$ cat src/dcsr_pkg.sv
// Constants shared by the configuration and status register bank
package dcsr_pkg;

  localparam int unsigned DCSR_DATA_W = 16;
  localparam int unsigned DCSR_ADDR_W = 8;

  // Register addresses
  localparam logic [7:0] ADDR_CONTROL = 8'h55;
  localparam logic [7:0] ADDR_SOFT_RESET = 8'h56;
  localparam logic [7:0] ADDR_CONFIG = 8'h57;
  localparam logic [7:0] ADDR_CODE = 8'h01;
  localparam logic [7:0] ADDR_STATUS = 8'h02;
  localparam logic [7:0] ADDR_GAIN = 8'h58;
  localparam logic [7:0] ADDR_ZERO = 8'h59;

  // Control register fields
  localparam int unsigned CTL_OUTEN = 12;
  localparam int unsigned CTL_RANGE_LSB = 0;
  localparam logic [15:0] CTL_WRITE_MASK = 16'hFFF7;
  localparam logic [2:0] RANGE_4_20MA = 3'h5;
  localparam int unsigned RANGE_CURRENT_BIT = 2;

  // Configuration register fields
  localparam int unsigned CFG_CUR_RANGE_LSB = 9;
  localparam int unsigned CFG_DUAL = 8;
  localparam int unsigned CFG_PULLDOWN = 7;
  localparam int unsigned CFG_CAL = 5;
  localparam int unsigned CFG_MODEM = 4;
  localparam int unsigned CFG_FRAME = 3;
  localparam int unsigned CFG_WD_EN = 2;
  localparam int unsigned CFG_WD_PD_LSB = 0;
  localparam logic [15:0] CFG_WRITE_MASK = 16'h07BF;

  // Soft reset trigger bit
  localparam int unsigned RST_TRIGGER_BIT = 0;

  // Status bit positions
  localparam int unsigned ST_FRAME = 4;
  localparam int unsigned ST_WATCHDOG = 3;
  localparam int unsigned ST_LOOP = 2;
  localparam int unsigned ST_SLEW = 1;
  localparam int unsigned ST_TEMP = 0;

  // Reset values
  localparam logic [15:0] CONTROL_RESET = 16'h0000;
  localparam logic [15:0] CONFIG_RESET = 16'h0000;
  localparam logic [15:0] CODE_RESET = 16'h0000;
  localparam logic [15:0] GAIN_RESET = 16'h0000;
  localparam logic [15:0] ZERO_RESET = 16'h0000;

  // Keeps only the bits that the converter resolution implements
  function automatic logic [15:0] dcsr_res_mask(input int unsigned bits);
    logic [15:0] ones;
    ones = 16'hFFFF;
    return ones << (DCSR_DATA_W - bits);
  endfunction

endpackage

$ cat src/dcsr_cal_path.sv
// Calibration datapath: gain scaling, zero offset and saturation
`timescale 1ns/10ps
module dcsr_cal_path
  import dcsr_pkg::*;
#(
  parameter int unsigned CODE_BITS = 16
)
(
  // Clock and reset
  input wire logic clk,
  input wire logic nrst,
  // Code and trims
  input wire logic cal_enable,
  input wire logic [15:0] code,
  input wire logic [15:0] gain,
  input wire logic [15:0] zero,
  // Result
  output logic [15:0] cal_code_r
);

  localparam logic [18:0] SAT_MAX = 19'h0FFFF;

  logic [16:0] gain_scale;
  logic [32:0] product;
  logic signed [18:0] sum;
  logic [15:0] cal_nxt;

  // Full-scale gain trim gives unity; zero trim gives the smallest scale
  always_comb
  begin
    gain_scale = {1'b0, gain} + 17'h00001;
    product = {17'h00000, code} * {16'h0000, gain_scale};
    sum = $signed({2'b00, product[32:16]}) + $signed({{3{zero[15]}}, zero});
    if (!cal_enable)
    begin
      cal_nxt = code;
    end
    else if (sum < 0)
    begin
      cal_nxt = 16'h0000;
    end
    else if (sum > $signed(SAT_MAX))
    begin
      cal_nxt = 16'hFFFF;
    end
    else
    begin
      cal_nxt = sum[15:0];
    end
  end

  always_ff @(posedge clk or negedge nrst)
  begin
    if (!nrst)
    begin
      cal_code_r <= CODE_RESET;
    end
    else
    begin
      cal_code_r <= cal_nxt & dcsr_res_mask(CODE_BITS);
    end
  end

endmodule

$ cat src/dcsr_regs.sv
// Configuration, code, trim, soft reset and alarm status register bank
`timescale 1ns/10ps
module dcsr_regs
  import dcsr_pkg::*;
#(
  parameter int unsigned CODE_BITS = 16
)
(
  // Clock and reset
  input wire logic clk,
  input wire logic nrst,
  // Register write port from the command decoder
  input wire logic reg_wr_en,
  input wire logic [7:0] reg_wr_addr,
  input wire logic [15:0] reg_wr_data,
  // Register read port
  input wire logic reg_rd_en,
  input wire logic [7:0] reg_rd_addr,
  output logic [15:0] reg_rd_data,
  output logic reg_rd_valid,
  // Fault monitors
  input wire logic monitor_tick,
  input wire logic frame_error,
  input wire logic watchdog_timeout,
  input wire logic loop_fault_cond,
  input wire logic overtemp_cond,
  input wire logic slew_busy,
  // Output stage controls
  output logic voltage_out_enable,
  output logic current_out_enable,
  output logic [2:0] voltage_range,
  output logic [1:0] current_range,
  output logic sense_pulldown_enable,
  output logic modem_coupling_active,
  output logic frame_check_enable,
  output logic watchdog_enable,
  output logic [1:0] watchdog_period_select,
  output logic [15:0] calibrated_code,
  // Housekeeping
  output logic soft_reset_active,
  output logic alarm_any
);

  localparam logic [15:0] RES_MASK = dcsr_res_mask(CODE_BITS);

  logic [15:0] control_r;
  logic [15:0] config_r;
  logic [15:0] code_r;
  logic [15:0] gain_r;
  logic [15:0] zero_r;
  logic trigger_r;
  logic frame_fault_r;
  logic watchdog_fault_r;
  logic loop_fault_r;
  logic overtemp_fault_r;
  logic slewing_r;
  logic [15:0] rd_data_r;
  logic rd_valid_r;

  logic wr_control;
  logic wr_config;
  logic wr_code;
  logic wr_gain;
  logic wr_zero;
  logic wr_reset;
  logic range_changed;
  logic [2:0] range_now;
  logic dual_mode;
  logic [15:0] status_word;
  logic [15:0] rd_data_nxt;

  // One decode used for every write strobe
  function automatic logic write_hit(input logic en, input logic [7:0] addr,
                                     input logic [7:0] target);
    return en && (addr == target);
  endfunction

  // Alarm update: a tick samples the condition; set beats the soft clear
  function automatic logic alarm_next(input logic cur, input logic cond,
                                      input logic tick, input logic clr);
    logic res;
    res = cur;
    if (tick && cond)
    begin
      res = 1'b1;
    end
    else if (tick)
    begin
      res = 1'b0;
    end
    else if (clr)
    begin
      res = 1'b0;
    end
    return res;
  endfunction

  always_comb
  begin
    wr_control = write_hit(reg_wr_en, reg_wr_addr, ADDR_CONTROL);
    wr_config = write_hit(reg_wr_en, reg_wr_addr, ADDR_CONFIG);
    wr_code = write_hit(reg_wr_en, reg_wr_addr, ADDR_CODE);
    wr_gain = write_hit(reg_wr_en, reg_wr_addr, ADDR_GAIN);
    wr_zero = write_hit(reg_wr_en, reg_wr_addr, ADDR_ZERO);
    wr_reset = write_hit(reg_wr_en, reg_wr_addr, ADDR_SOFT_RESET);
    range_now = control_r[CTL_RANGE_LSB +: 3];
    range_changed = wr_control &&
                    (reg_wr_data[CTL_RANGE_LSB +: 3] != range_now);
    dual_mode = config_r[CFG_DUAL];
  end

  // Only bit zero triggers; upper bits are dropped, nothing is stored
  always_ff @(posedge clk or negedge nrst)
  begin
    if (!nrst)
    begin
      trigger_r <= 1'b0;
    end
    else if (trigger_r)
    begin
      trigger_r <= 1'b0;
    end
    else
    begin
      trigger_r <= wr_reset && reg_wr_data[RST_TRIGGER_BIT];
    end
  end

  // Writes in the soft reset cycle are lost; reset wins
  always_ff @(posedge clk or negedge nrst)
  begin
    if (!nrst)
    begin
      control_r <= CONTROL_RESET;
    end
    else if (trigger_r)
    begin
      control_r <= CONTROL_RESET;
    end
    else if (wr_control)
    begin
      control_r <= reg_wr_data & CTL_WRITE_MASK;
    end
  end

  // Reserved bits are not stored, so they always read zero
  always_ff @(posedge clk or negedge nrst)
  begin
    if (!nrst)
    begin
      config_r <= CONFIG_RESET;
    end
    else if (trigger_r)
    begin
      config_r <= CONFIG_RESET;
    end
    else if (wr_config)
    begin
      config_r <= reg_wr_data & CFG_WRITE_MASK;
    end
  end

  // Main range change restores the code; config writes never touch it
  always_ff @(posedge clk or negedge nrst)
  begin
    if (!nrst)
    begin
      code_r <= CODE_RESET;
    end
    else if (trigger_r)
    begin
      code_r <= CODE_RESET;
    end
    else if (range_changed)
    begin
      code_r <= CODE_RESET;
    end
    else if (wr_code)
    begin
      code_r <= reg_wr_data & RES_MASK;
    end
  end

  always_ff @(posedge clk or negedge nrst)
  begin
    if (!nrst)
    begin
      gain_r <= GAIN_RESET;
    end
    else if (trigger_r)
    begin
      gain_r <= GAIN_RESET;
    end
    else if (wr_gain)
    begin
      gain_r <= reg_wr_data & RES_MASK;
    end
  end

  always_ff @(posedge clk or negedge nrst)
  begin
    if (!nrst)
    begin
      zero_r <= ZERO_RESET;
    end
    else if (trigger_r)
    begin
      zero_r <= ZERO_RESET;
    end
    else if (wr_zero)
    begin
      zero_r <= reg_wr_data & RES_MASK;
    end
  end

  // Frame faults are events: held until a reset, not resolved by a tick
  always_ff @(posedge clk or negedge nrst)
  begin
    if (!nrst)
    begin
      frame_fault_r <= 1'b0;
    end
    else if (frame_error && config_r[CFG_FRAME])
    begin
      frame_fault_r <= 1'b1;
    end
    else if (trigger_r)
    begin
      frame_fault_r <= 1'b0;
    end
  end

  always_ff @(posedge clk or negedge nrst)
  begin
    if (!nrst)
    begin
      watchdog_fault_r <= 1'b0;
      loop_fault_r <= 1'b0;
      overtemp_fault_r <= 1'b0;
    end
    else
    begin
      watchdog_fault_r <= alarm_next(watchdog_fault_r,
                                     watchdog_timeout && config_r[CFG_WD_EN],
                                     monitor_tick, trigger_r);
      loop_fault_r <= alarm_next(loop_fault_r, loop_fault_cond,
                                 monitor_tick, trigger_r);
      overtemp_fault_r <= alarm_next(overtemp_fault_r, overtemp_cond,
                                     monitor_tick, trigger_r);
    end
  end

  // Slewing is a live indication, not an alarm
  always_ff @(posedge clk or negedge nrst)
  begin
    if (!nrst)
    begin
      slewing_r <= 1'b0;
    end
    else
    begin
      slewing_r <= slew_busy;
    end
  end

  always_comb
  begin
    status_word = 16'h0000;
    status_word[ST_FRAME] = frame_fault_r;
    status_word[ST_WATCHDOG] = watchdog_fault_r;
    status_word[ST_LOOP] = loop_fault_r;
    status_word[ST_SLEW] = slewing_r;
    status_word[ST_TEMP] = overtemp_fault_r;
  end

  // Soft reset register is write only and reads zero like unmapped space
  always_comb
  begin
    case (reg_rd_addr)
      ADDR_CONTROL:
      begin
        rd_data_nxt = control_r;
      end
      ADDR_CONFIG:
      begin
        rd_data_nxt = config_r;
      end
      ADDR_CODE:
      begin
        rd_data_nxt = code_r & RES_MASK;
      end
      ADDR_GAIN:
      begin
        rd_data_nxt = gain_r & RES_MASK;
      end
      ADDR_ZERO:
      begin
        rd_data_nxt = zero_r & RES_MASK;
      end
      ADDR_STATUS:
      begin
        rd_data_nxt = status_word;
      end
      default:
      begin
        rd_data_nxt = 16'h0000;
      end
    endcase
  end

  always_ff @(posedge clk or negedge nrst)
  begin
    if (!nrst)
    begin
      rd_data_r <= 16'h0000;
      rd_valid_r <= 1'b0;
    end
    else
    begin
      rd_valid_r <= reg_rd_en;
      if (reg_rd_en)
      begin
        rd_data_r <= rd_data_nxt;
      end
    end
  end

  assign reg_rd_data = rd_data_r;
  assign reg_rd_valid = rd_valid_r;

  // Output enables; dual mode forces both on from the shared code
  always_ff @(posedge clk or negedge nrst)
  begin
    if (!nrst)
    begin
      voltage_out_enable <= 1'b0;
      current_out_enable <= 1'b0;
    end
    else if (dual_mode)
    begin
      voltage_out_enable <= 1'b1;
      current_out_enable <= 1'b1;
    end
    else
    begin
      voltage_out_enable <= control_r[CTL_OUTEN] && !range_now[RANGE_CURRENT_BIT];
      current_out_enable <= control_r[CTL_OUTEN] && range_now[RANGE_CURRENT_BIT];
    end
  end

  // Current range only follows the select field in dual mode
  always_ff @(posedge clk or negedge nrst)
  begin
    if (!nrst)
    begin
      voltage_range <= 3'h0;
      current_range <= 2'h0;
    end
    else
    begin
      voltage_range <= range_now;
      if (dual_mode)
      begin
        current_range <= config_r[CFG_CUR_RANGE_LSB +: 2];
      end
      else
      begin
        current_range <= range_now[1:0];
      end
    end
  end

  always_ff @(posedge clk or negedge nrst)
  begin
    if (!nrst)
    begin
      sense_pulldown_enable <= 1'b0;
      modem_coupling_active <= 1'b0;
      frame_check_enable <= 1'b0;
      watchdog_enable <= 1'b0;
      watchdog_period_select <= 2'h0;
    end
    else
    begin
      sense_pulldown_enable <= config_r[CFG_PULLDOWN];
      modem_coupling_active <= config_r[CFG_MODEM] &&
                               (range_now == RANGE_4_20MA);
      frame_check_enable <= config_r[CFG_FRAME];
      watchdog_enable <= config_r[CFG_WD_EN];
      watchdog_period_select <= config_r[CFG_WD_PD_LSB +: 2];
    end
  end

  always_ff @(posedge clk or negedge nrst)
  begin
    if (!nrst)
    begin
      soft_reset_active <= 1'b0;
      alarm_any <= 1'b0;
    end
    else
    begin
      soft_reset_active <= trigger_r;
      alarm_any <= frame_fault_r || watchdog_fault_r || loop_fault_r ||
                   overtemp_fault_r;
    end
  end

  // Trims are applied after the code; one cycle of latency
  dcsr_cal_path #(
    .CODE_BITS(CODE_BITS)
  ) u_cal (
    .clk(clk),
    .nrst(nrst),
    .cal_enable(config_r[CFG_CAL]),
    .code(code_r),
    .gain(gain_r),
    .zero(zero_r),
    .cal_code_r(calibrated_code)
  );

endmodule

$ cat config.mk
export PLATFORM = sky130hd
export DESIGN_NAME = dcsr_regs
export DESIGN_NICKNAME = d
export VERILOG_FILES = /design/src/dcsr_pkg.sv /design/src/dcsr_cal_path.sv /design/src/dcsr_regs.sv
export SDC_FILE = /design/constraint.sdc
export NUM_CORES = 1
export LEC_CHECK = 0
export ABC_AREA = 1
export BUFFER_PORTS_ARGS = -buffer_cell sky130_fd_sc_hd__buf_2
export CAP_MARGIN = 40
export CORE_AREA = 4 4 216 165
export DETAILED_ROUTE_END_ITERATION = 8
export DIE_AREA = 0 0 220 169
export PLACE_DENSITY = 0.6
export SYNTH_ARGS = -nofsm -noshare
export SYNTH_HDL_FRONTEND = slang
export SYNTH_SLANG_ARGS = --single-unit
$ cat constraint.sdc
create_clock -name clk -period 18.46 [get_ports clk]
set_input_delay 0 -clock clk [delete_from_list [all_inputs] [get_ports clk]]
set_output_delay 0 -clock clk [all_outputs]
set_load 0.02 [all_outputs]
* Word level (Yosys, flattened, before mapping)
Index checks and enable logic that the tools add are counted.
** Storage, ports and cells
- Register bits :: 134
- Input port bits :: 42
- Output and inout bits :: 48
** Cells by class
- Multipliers :: 1
- Add/subtract/negate cells :: 2
- Mux-type cells :: 25
- $lt $le $gt $ge :: 2
- Reductions and logical operators :: 29
- Eq/ne operators :: 14
** Operator list (count)
- 16-bit 2-to-1 mux :: 14
- 16-bit case mux with 6 select lines :: 1
- 8-bit by 7-bit equality test with 1-bit output, second input constant :: 9
- 16-bit by 17-bit multiplier with 33-bit output :: 1
- 18-bit by 16-bit adder with 19-bit output :: 1
- 19-bit by 17-bit greater-than comparator with 1-bit output, second input constant :: 1
- 19-bit by 1-bit less-than comparator with 1-bit output, second input constant :: 1
- 16-bit by 1-bit adder with 17-bit output, second input constant :: 1
- 8-bit by 1-bit equality test with 1-bit output, second input constant :: 2
- 1-bit logical AND :: 16
- 3-bit nonzero test :: 4
- 2-bit nonzero test :: 5
- 1-bit 2-to-1 mux :: 9
- 8-bit by 2-bit equality test with 1-bit output, second input constant :: 1
- 3-bit equality test, second input constant :: 1
- 1-bit logical OR :: 3
- 3-bit != test :: 1
- 2-bit 2-to-1 mux :: 1
- 1-bit logical NOT :: 1

* Logic depth before layout (Yosys ltp)
Gate-level depths: netlist of run 1.
- Word-level depth :: 7
- Depth in mapped cells :: 49
- Gate-level depth less buffers :: 48

* Hierarchy
Synthesis of run 1 repeated with hierarchy kept, for this count alone.
** Unflattened totals
- Cells, all modules :: 2138
- Area, all modules :: 16253.1 sq um
** Modules (own cells, without submodules)
- dcsr_cal_path :: seq. area each 400.4 sq um, area an instance 11209.5 sq um, times used 1, cells an instance 1543
- dcsr_regs :: seq. area each 2777.7 sq um, area an instance 5043.6 sq um, times used 1, cells an instance 595

* Least setup slack after synthesis of run 1
OpenSTA, ideal clock, no wires.
- Path type :: register to register
- Start :: reg gain_r[0]
- End :: reg u_cal.cal_code_r[10]
- Period minus slack after synthesis :: 7.611 ns
- Buffers on the path :: 1
- Data arrival time :: 7.494 ns
- Stages on the path, launching flop included :: 43
- Setup time :: 0.116 ns
- Required time :: 18.344 ns
- Path slack :: 10.849 ns
- Cells stage by stage :: dfrtp_1 inv_2 nor3_4 nand3_2 nor2_1 xnor2_1 clkinv_1 nand2_1 fa_1 fa_1 inv_1 fa_1 inv_1 fa_1 inv_1 fa_1 inv_1 fa_1 (+7 left out) ha_1 inv_1 fa_1 inv_1 nand2_1 nand2_1 nand3_1 nand2_1 nand2_1 nand2_1 nand2_1 nand2_1 nand3_1 nand2_2 buf_6 nand2_1 nand2_1 nand2_1
** On the way
- Cells in the longest elaborated chain, start to end :: 7
- Elaborated cells between the ends (all ways) :: 8
- Those cells by class :: 2 x add/sub; 1 x mul; 2 x order compare; 3 x mux
** Ends and longest elaborated chain
- start: declaration :: line dcsr_regs.sv:49 : logic [15:0] gain_r;
- start signal: assignment :: line dcsr_regs.sv:196 : gain_r <= reg_wr_data & RES_MASK;
- 16-bit by 1-bit adder with 17-bit output (*) :: line dcsr_cal_path.sv:31 : gain_scale = {1'b0, gain} + 17'h00001;
- 16-bit by 17-bit multiplier with 33-bit output (*) :: line dcsr_cal_path.sv:32 : product = {17'h00000, code} * {16'h0000, gain_scale};
- 18-bit by 16-bit adder with 19-bit output (*) :: line dcsr_cal_path.sv:33 : sum = $signed({2'b00, product[32:16]}) + $signed({{3{zero[15]}}, zero});
- 19-bit by 17-bit greater-than comparator with 1-bit output :: line dcsr_cal_path.sv:42 : else if (sum > $signed(SAT_MAX))
- 16-bit 2-to-1 mux :: line dcsr_cal_path.sv:42
- 16-bit 2-to-1 mux (*) :: line dcsr_cal_path.sv:38 : else if (sum < 0)
- 16-bit 2-to-1 mux (*) :: line dcsr_cal_path.sv:34 : if (!cal_enable)
- net u_cal.cal_nxt[10] :: line dcsr_cal_path.sv:26 : logic [15:0] cal_nxt;
- end signal: assignment :: line dcsr_cal_path.sv:60 : cal_code_r <= cal_nxt & dcsr_res_mask(CODE_BITS);
- end: declaration :: line dcsr_cal_path.sv:18 : output logic [15:0] cal_code_r
Mark *: on every way through the listed nets, which the timed path passes. The rest lies on a longest branch.
A chain may end at the register's enable or synchronous reset.

* Final worst setup path of run 1
- Start :: reg gain_r[0]
- End :: reg u_cal.cal_code_r[2]
The elaborated chain is that of the path after synthesis.

==> results of run 1 <==
[flip-flops by register name (all words and copies together), names as in the netlist, 2 cells and up]
name                    flops
watchdog_period_select      2
current_range               2
u_cal.cal_code_r           16
voltage_range               3
gain_r                     16
code_r                     16
control_r                  15
reg_rd_data                16
zero_r                     16
config_r                   10
[cells in the final DEF, fill, tap and decap left out, types with 5 or more instances in the layout]
cell type      instances
a21o_1                 8
a21oi_1               46
a31oi_1               11
buf_2                 88
buf_4                 13
clkbuf_16             17
clkinv_1              10
dfrtp_1              127
dlygate4sd3_1         16
fa_1                 208
ha_1                 124
inv_1                377
nand2_1              565
nand2_2                6
nand3_1               50
nand4_1               14
nor2_1               189
nor3_1                14
o21ai_0              104
o21bai_1               6
o22ai_1               27
or2_2                  5
xnor2_1               11
xor2_1                17
[layout make-up]
cell class / count / area [um^2] / area share [%]
inverters: 391 / 1468 / 8.418
clock inverters: 12 / 180.2 / 1.033
clock buffers: 20 / 466.7 / 2.677
repair buffers: 125 / 857.1 / 4.916
multi-input cells: 1447 / 10720 / 61.50
flip-flops and latches: 127 / 3178 / 18.23
well taps: 450 / 563.0 / 3.229
[final timing paths]
path | endpoint | cells past startpoint
max | u_cal.cal_code_r[2] | 45
min | config_r[8] | 3
max reg2reg | u_cal.cal_code_r[2] | 45
min reg2reg | sense_pulldown_enable | 0
max in group asynchronous | reg_rd_data[12] | 4
min in group asynchronous | u_cal.cal_code_r[7] | 2
[through the flow]
step                std cells  hold WS (ps)  setup WS, ps  cell area, um^2
finish                   2572         20.80          9108            17440
floorplan                2020        -295.6         10850            15600
global placement         2514        -25.35          9322            16460
global route             2572         20.31          8271            17440
detailed placement       2523        -25.97          9274            16600
CTS                      2571         2.602          9205            17410
[cell usage after synthesis (12+ instances only)]
library cell  number
a31oi_1           12
fa_1             208
a21oi_1           46
ha_1             124
nand4_1           14
dfrtp_1          127
nand2_1          565
inv_1            377
o21ai_0          104
nand3_1           50
nor2_1           189
o22ai_1           27
xor2_1            17
clkbuf_1          46
nor3_1            14
[kinds of logic after synthesis]
family | share of synthesized area (%)
AND/OR/NAND/NOR | 22.31
flip-flops | 20.37
adder cells (fa/ha/maj) | 36.63
AO/OA/AOI/OAI | 8.172
buffers and inverters | 10.94
XOR/XNOR | 1.572
[power breakdown]
part           switching, mW  internal [mW]  leakage [nW]
Clock                  0.135          0.237         0.313
Combinational          0.113         0.0481          7.28
Sequential            0.0195          0.294          1.73
[per-layer routing]
metal	global-route usage, %	share of wire [%]	wire length [um]
met1	46.35	46	24260
met2	42.00	41	22000
met3	8.758	11	5974
met4	4.776	1.5	798
met5	0	0	0
[critical path: cells and delay by family, from the launching register on]
| family | cells | cell delay [ps] |
|---|---|---|
| xor+xnor | 1 | 230 |
| flops | 1 | 630 |
| simple gates | 22 | 2500 |
| fa+ha+maj | 10 | 4290 |
| buf+inv | 9 | 1080 |
| compound gates | 3 | 490 |
[repair_timing]
item | CTS | global route
endpoints found under the setup margin | 0 | 0
gates resized for setup | 0 | 0
hold endpoints to repair | 70 | 0
hold buffers | 16 | 0
==> impl_metrics.py, run 1 <==
metrics = {
    "finish": {
        "fillers": 3304,
        "fin_util_pct": 52.23,
        "n_antenna_cell": 0,
        "drive_above_1_share_pct": 7.870,
        "fin_nets": 2483,
        "synthToLayoutAreaGrowth_pct": 11.76,
    },
    "cts": {
        "clock_sinks": 127,
        "clk_pin_slew_worst_paths_ps": 70,
        "cts_buffer_depth": 2,
        "clk_latency_ps": 440,
        "numCtsBuffers": 17,
        "cts_tree": "built",
        "cts_max_level": 4,
        "post-cts-setup-buffers": 0,
        "clockRootBuffer": "clkbuf_16",
    },
    "synthesis": {
        "seq_area_frac_synth_pct": 20.37,
        "yosysTopAreaCellShare_pct": 26.69,
        "synth_ff_type": "dfrtp_1",
        "synth_cell_types": 41,
        "avgSynthCellArea_um2": 7.723,
        "synth_top_area_cell": "fa_1",
        "syn_area_um2": 15600,
        "synth_edf_count": 0,
        "synthTopCellsByArea": "fa_1 27%, dfrtp_1 20%, nand2_1 14%, ha_1 9.9%, inv_1 9.1%",
        "syn-num-nets": 2394,
        "ys_ff_latch": 127,
        "ys_warn_count": 0,
        "synth_async_sr_flop_share_pct": 100.0,
        "syn_inst": 2020,
    },
    "routing": {
        "firstDrtPassIters": 7,
        "viasPerCell": 5.379,
        "vias": 13830,
        "drc": 0,
        "routed_wirelength_um": 53040,
        "antenna_left": 0,
        "avgRoutedWirePerCell_um": 20.62,
        "drt_iter0_markers": 1398,
    },
    "setup_path": {
        "crit_start": "gain_r[0]",
        "critPathLaunchType": "flip-flop",
        "reg2reg_slack_ps": 9110,
        "cp.required_ps": 18780,
        "cp.arrival_ps": 9670,
        "cp_slowest_stage_delay_ps": 630,
        "end_kind": "flip-flop",
        "crit_type": "flip-flop to flip-flop",
        "critPathSlowestCell": "dfrtp_1",
        "path_common_cell": "nand2_1",
        "worstPathMaxFanout": 14,
        "rr_startpoint": "gain_r[0]",
    },
    "sta": {
        "hold_violations": 0,
        "worstMarginPinSlew_ps": 910.1,
        "post-route-min-period_ps": 9352,
        "slew-limit-headroom_pct": 39.33,
        "fmax_mhz": 106.9,
        "fin_tns_setup_ps": 0,
        "skew_ps": 9.751,
        "slew_viol_final": 0,
        "finalSetupViolations": 0,
        "rsz0062_at_grt": "false",
        "min_period_over_period_pct": 50.66,
    },
    "die": {
        "num_io_pins": 90,
        "core_um2": 33380,
        "row_count": 58,
        "start_util_pct": 46.74,
        "fp.dieArea_um2": 37180,
        "fp.dieH_um": 169,
        "die_w_um": 220,
    },
    "power_and_ir_drop": {
        "power.density_nw_per_um2": 48.55,
        "p_leak_nw": 9.327,
        "p_total_mw": 0.8465,
        "ir_drop_mv": 0.06766,
    },
    "global_route": {
        "first_global_vias": 13700,
        "grt_use_total_pct": 29.89,
        "grt_max_degree": 52,
        "grt_pass1_wl_um": 83570,
        "antenna_found_initial": 1,
        "grt.overflow.total": 0,
    },
    "worst_hold_path": {
        "hp-start": "reg_wr_data[8]",
        "min_path_type": "input port to flip-flop",
    },
    "place": {
        "io_buffers": 89,
        "dp_hpwl_um": 42530,
        "place.gp.congestion": 0.9459,
    },
    "outcome": {
        "status": "completed",
    },
    "run": {
        "cap_viol_max_count": 0,
    },
}
(Power assumes the default switching activity.)
==> inputs of run 2 (changes only) <==
--- a/config.mk
+++ b/config.mk
@@ -11,7 +11,7 @@
 export CORE_AREA = 4 4 216 165
 export DETAILED_ROUTE_END_ITERATION = 8
 export DIE_AREA = 0 0 220 169
-export PLACE_DENSITY = 0.6
+export PLACE_DENSITY = 0.62
 export SYNTH_ARGS = -nofsm -noshare
 export SYNTH_HDL_FRONTEND = slang
 export SYNTH_SLANG_ARGS = --single-unit
==> constraint.sdc (replaced) <==
create_clock -name clk -period 8.1 [get_ports clk]
set_input_delay 0 -clock clk [delete_from_list [all_inputs] [get_ports clk]]
set_output_delay 0 -clock clk [all_outputs]
set_load 0.02 [all_outputs]
==> run 2 against run 1 <==
Cell count rose by 3.7%. Clock power rose by 97%. Register-to-register slack got worse by 8800 ps. Worst hold slack improved by 13 ps. Largest power group unchanged. First-iteration DRC count fell by 3.9%. Maximum frequency rose by 20%. Non-clock buffer count rose by 97. Routed wire length fell by 1.5%. Setup slack got worse by 8800 ps. Sequential cell count did not move. Critical path depth fell by 8.
==> impl_metrics.py, run 2 (synthesized netlist as in run 1, its figures left out) <==
metrics = {
    "setup_path": {
        "cp.required_ps": 8410,
        "cp.arrival_ps": 8120,
        "crit_type": "flip-flop to flip-flop",
        "cp_slowest_stage_delay_ps": 590,
        "path_common_cell": "fa_1",
        "worstPathMaxFanout": 6,
        "critPathSlowestCell": "fa_1",
        "end_kind": "flip-flop",
        "reg2reg_slack_ps": 290,
        "critPathLaunchType": "flip-flop",
    },
    "routing": {
        "drc": 0,
        "vias": 14310,
        "firstDrtPassIters": 5,
        "drt_iter0_markers": 1344,
        "routed_wirelength_um": 52230,
        "avgRoutedWirePerCell_um": 19.58,
        "viasPerCell": 5.364,
        "antenna_left": 0,
    },
    "die": {
        "core_um2": 33380,
        "die_w_um": 220,
        "start_util_pct": 46.74,
        "fp.dieH_um": 169,
        "row_count": 58,
        "fp.dieArea_um2": 37180,
        "num_io_pins": 90,
    },
    "sta": {
        "skew_ps": 8.732,
        "slew-limit-headroom_pct": 46.59,
        "finalSetupViolations": 0,
        "worstMarginPinSlew_ps": 801.2,
        "post-route-min-period_ps": 7814,
        "fmax_mhz": 128.0,
        "min_period_over_period_pct": 96.47,
        "hold_violations": 0,
        "slew_viol_final": 0,
        "hold_slack_ps": 33.40,
    },
    "finish": {
        "stdcell_area_um2": 18820,
        "layout_commonest_cell": "nand2_1",
        "fin_nets": 2581,
        "layout_common_cells": "537 x nand2_1, 368 x inv_1, 199 x fa_1",
        "synthToLayoutAreaGrowth_pct": 20.64,
        "drive_above_1_share_pct": 18.17,
        "fillers": 3159,
        "n_antenna_cell": 0,
        "fin_util_pct": 56.38,
    },
    "power_and_ir_drop": {
        "ir_drop_mv": 0.1816,
        "power.density_nw_per_um2": 99.93,
        "p_leak_nw": 9.810,
    },
    "global_route": {
        "antenna_found_initial": 1,
        "grt_use_total_pct": 28.59,
        "first_global_vias": 14080,
        "grt_max_degree": 67,
        "grt.overflow.total": 0,
        "grt_pass1_wl_um": 80820,
    },
    "cts": {
        "cts_buffer_depth": 2,
        "clk_latency_ps": 430,
        "clockRootBuffer": "clkbuf_16",
        "clk_pin_slew_worst_paths_ps": 50,
        "cts_tree": "built",
        "numCtsBuffers": 17,
        "clock_sinks": 127,
        "cts_max_level": 4,
    },
    "worst_hold_path": {
        "min_path_type": "input port to flip-flop",
    },
    "place": {
        "place.gp.congestion": 0.9950,
        "io_buffers": 89,
        "dpl_cell_area_um2": 17170,
        "dp_hpwl_um": 42990,
    },
    "run": {
        "cap_viol_max_count": 0,
    },
    "outcome": {
        "status": "completed",
    },
}
==> run 2: changes by cell type in the layout (fill, tap and decap cells not counted), moves of 21 or more <==
cell and change:
buf_4 +94, nand2_1 -28, nand2_2 +25, nor2_1 -23
ha_1 -21
==> run 2: layout make-up <==
type	count	area, um^2	share of cell area [%]
clock buffers	22	474.2	2.520
clock inverters	8	83.83	0.4454
inverters	391	1479	7.858
multi-input cells	1448	11500	61.13
flip-flops and latches	127	3183	16.91
well taps	450	563.0	2.992
repair buffers	222	1533	8.144
==> run 2: worst paths after layout <==
kind / start / to / depth (start not counted)
min in group asynchronous: nrst / u_cal.cal_code_r[14] / 2
max in group asynchronous: nrst / gain_r[3] / 3
setup reg to reg: gain_r[2] / u_cal.cal_code_r[1] / 37
hold / removal: reg_wr_data[14] / gain_r[14] / 3
setup / recovery: gain_r[2] / u_cal.cal_code_r[1] / 37
hold reg to reg: config_r[1] / watchdog_period_select[1] / 0
==> run 2: worst max-delay path: cells and delay by family (launching register included) <==
kind                     cells  cell delay [ps]
XOR/XNOR                     1              190
AO/OA/AOI/OAI                4              670
adder cells (fa/ha/maj)      8             3520
buffers and inverters        8              840
flip-flops                   1              370
AND/OR/NAND/NOR             16             2120
==> run 2: per-stage QoR <==
step                      setup TNS (ps)  setup WS, ps  instances  power, mW
after floorplan                        0         489.4       2020     0.9126
after global placement                 0         39.59       2604      1.099
after detailed placement          -267.6        -49.14       2606      1.104
after CTS                              0         8.999       2655      1.842
after global routing              -656.1        -81.92       2668      1.953
final                                  0         285.6       2668      1.881
==> run 2: metal layers <==
| layer | vias up | GRT usage [%] | share of wire [%] | wire length [um] |
|---|---|---|---|---|
| met1 | 7015 | 42.31 | 44 | 22780 |
| li1 | 6559 | - | - | - |
| met4 | 2 | 6.004 | 2.2 | 1144 |
| met5 | - | 0 | 0.025 | 13 |
| met3 | 84 | 8.525 | 12 | 6084 |
| met2 | 651 | 41.71 | 43 | 22200 |
==> run 2: power by group <==
part	switching [mW]	internal [mW]
combinational	0.280	0.153
sequential	0.0442	0.671
clock	0.289	0.444
==> run 2: repair_timing <==
item	CTS	global route
gates resized for setup	6	192
setup endpoints to repair	16	16
buffers inserted	0	12
hold buffers	19	0
gates cloned	0	1
hold endpoints to repair	97	0
pin swaps	0	51
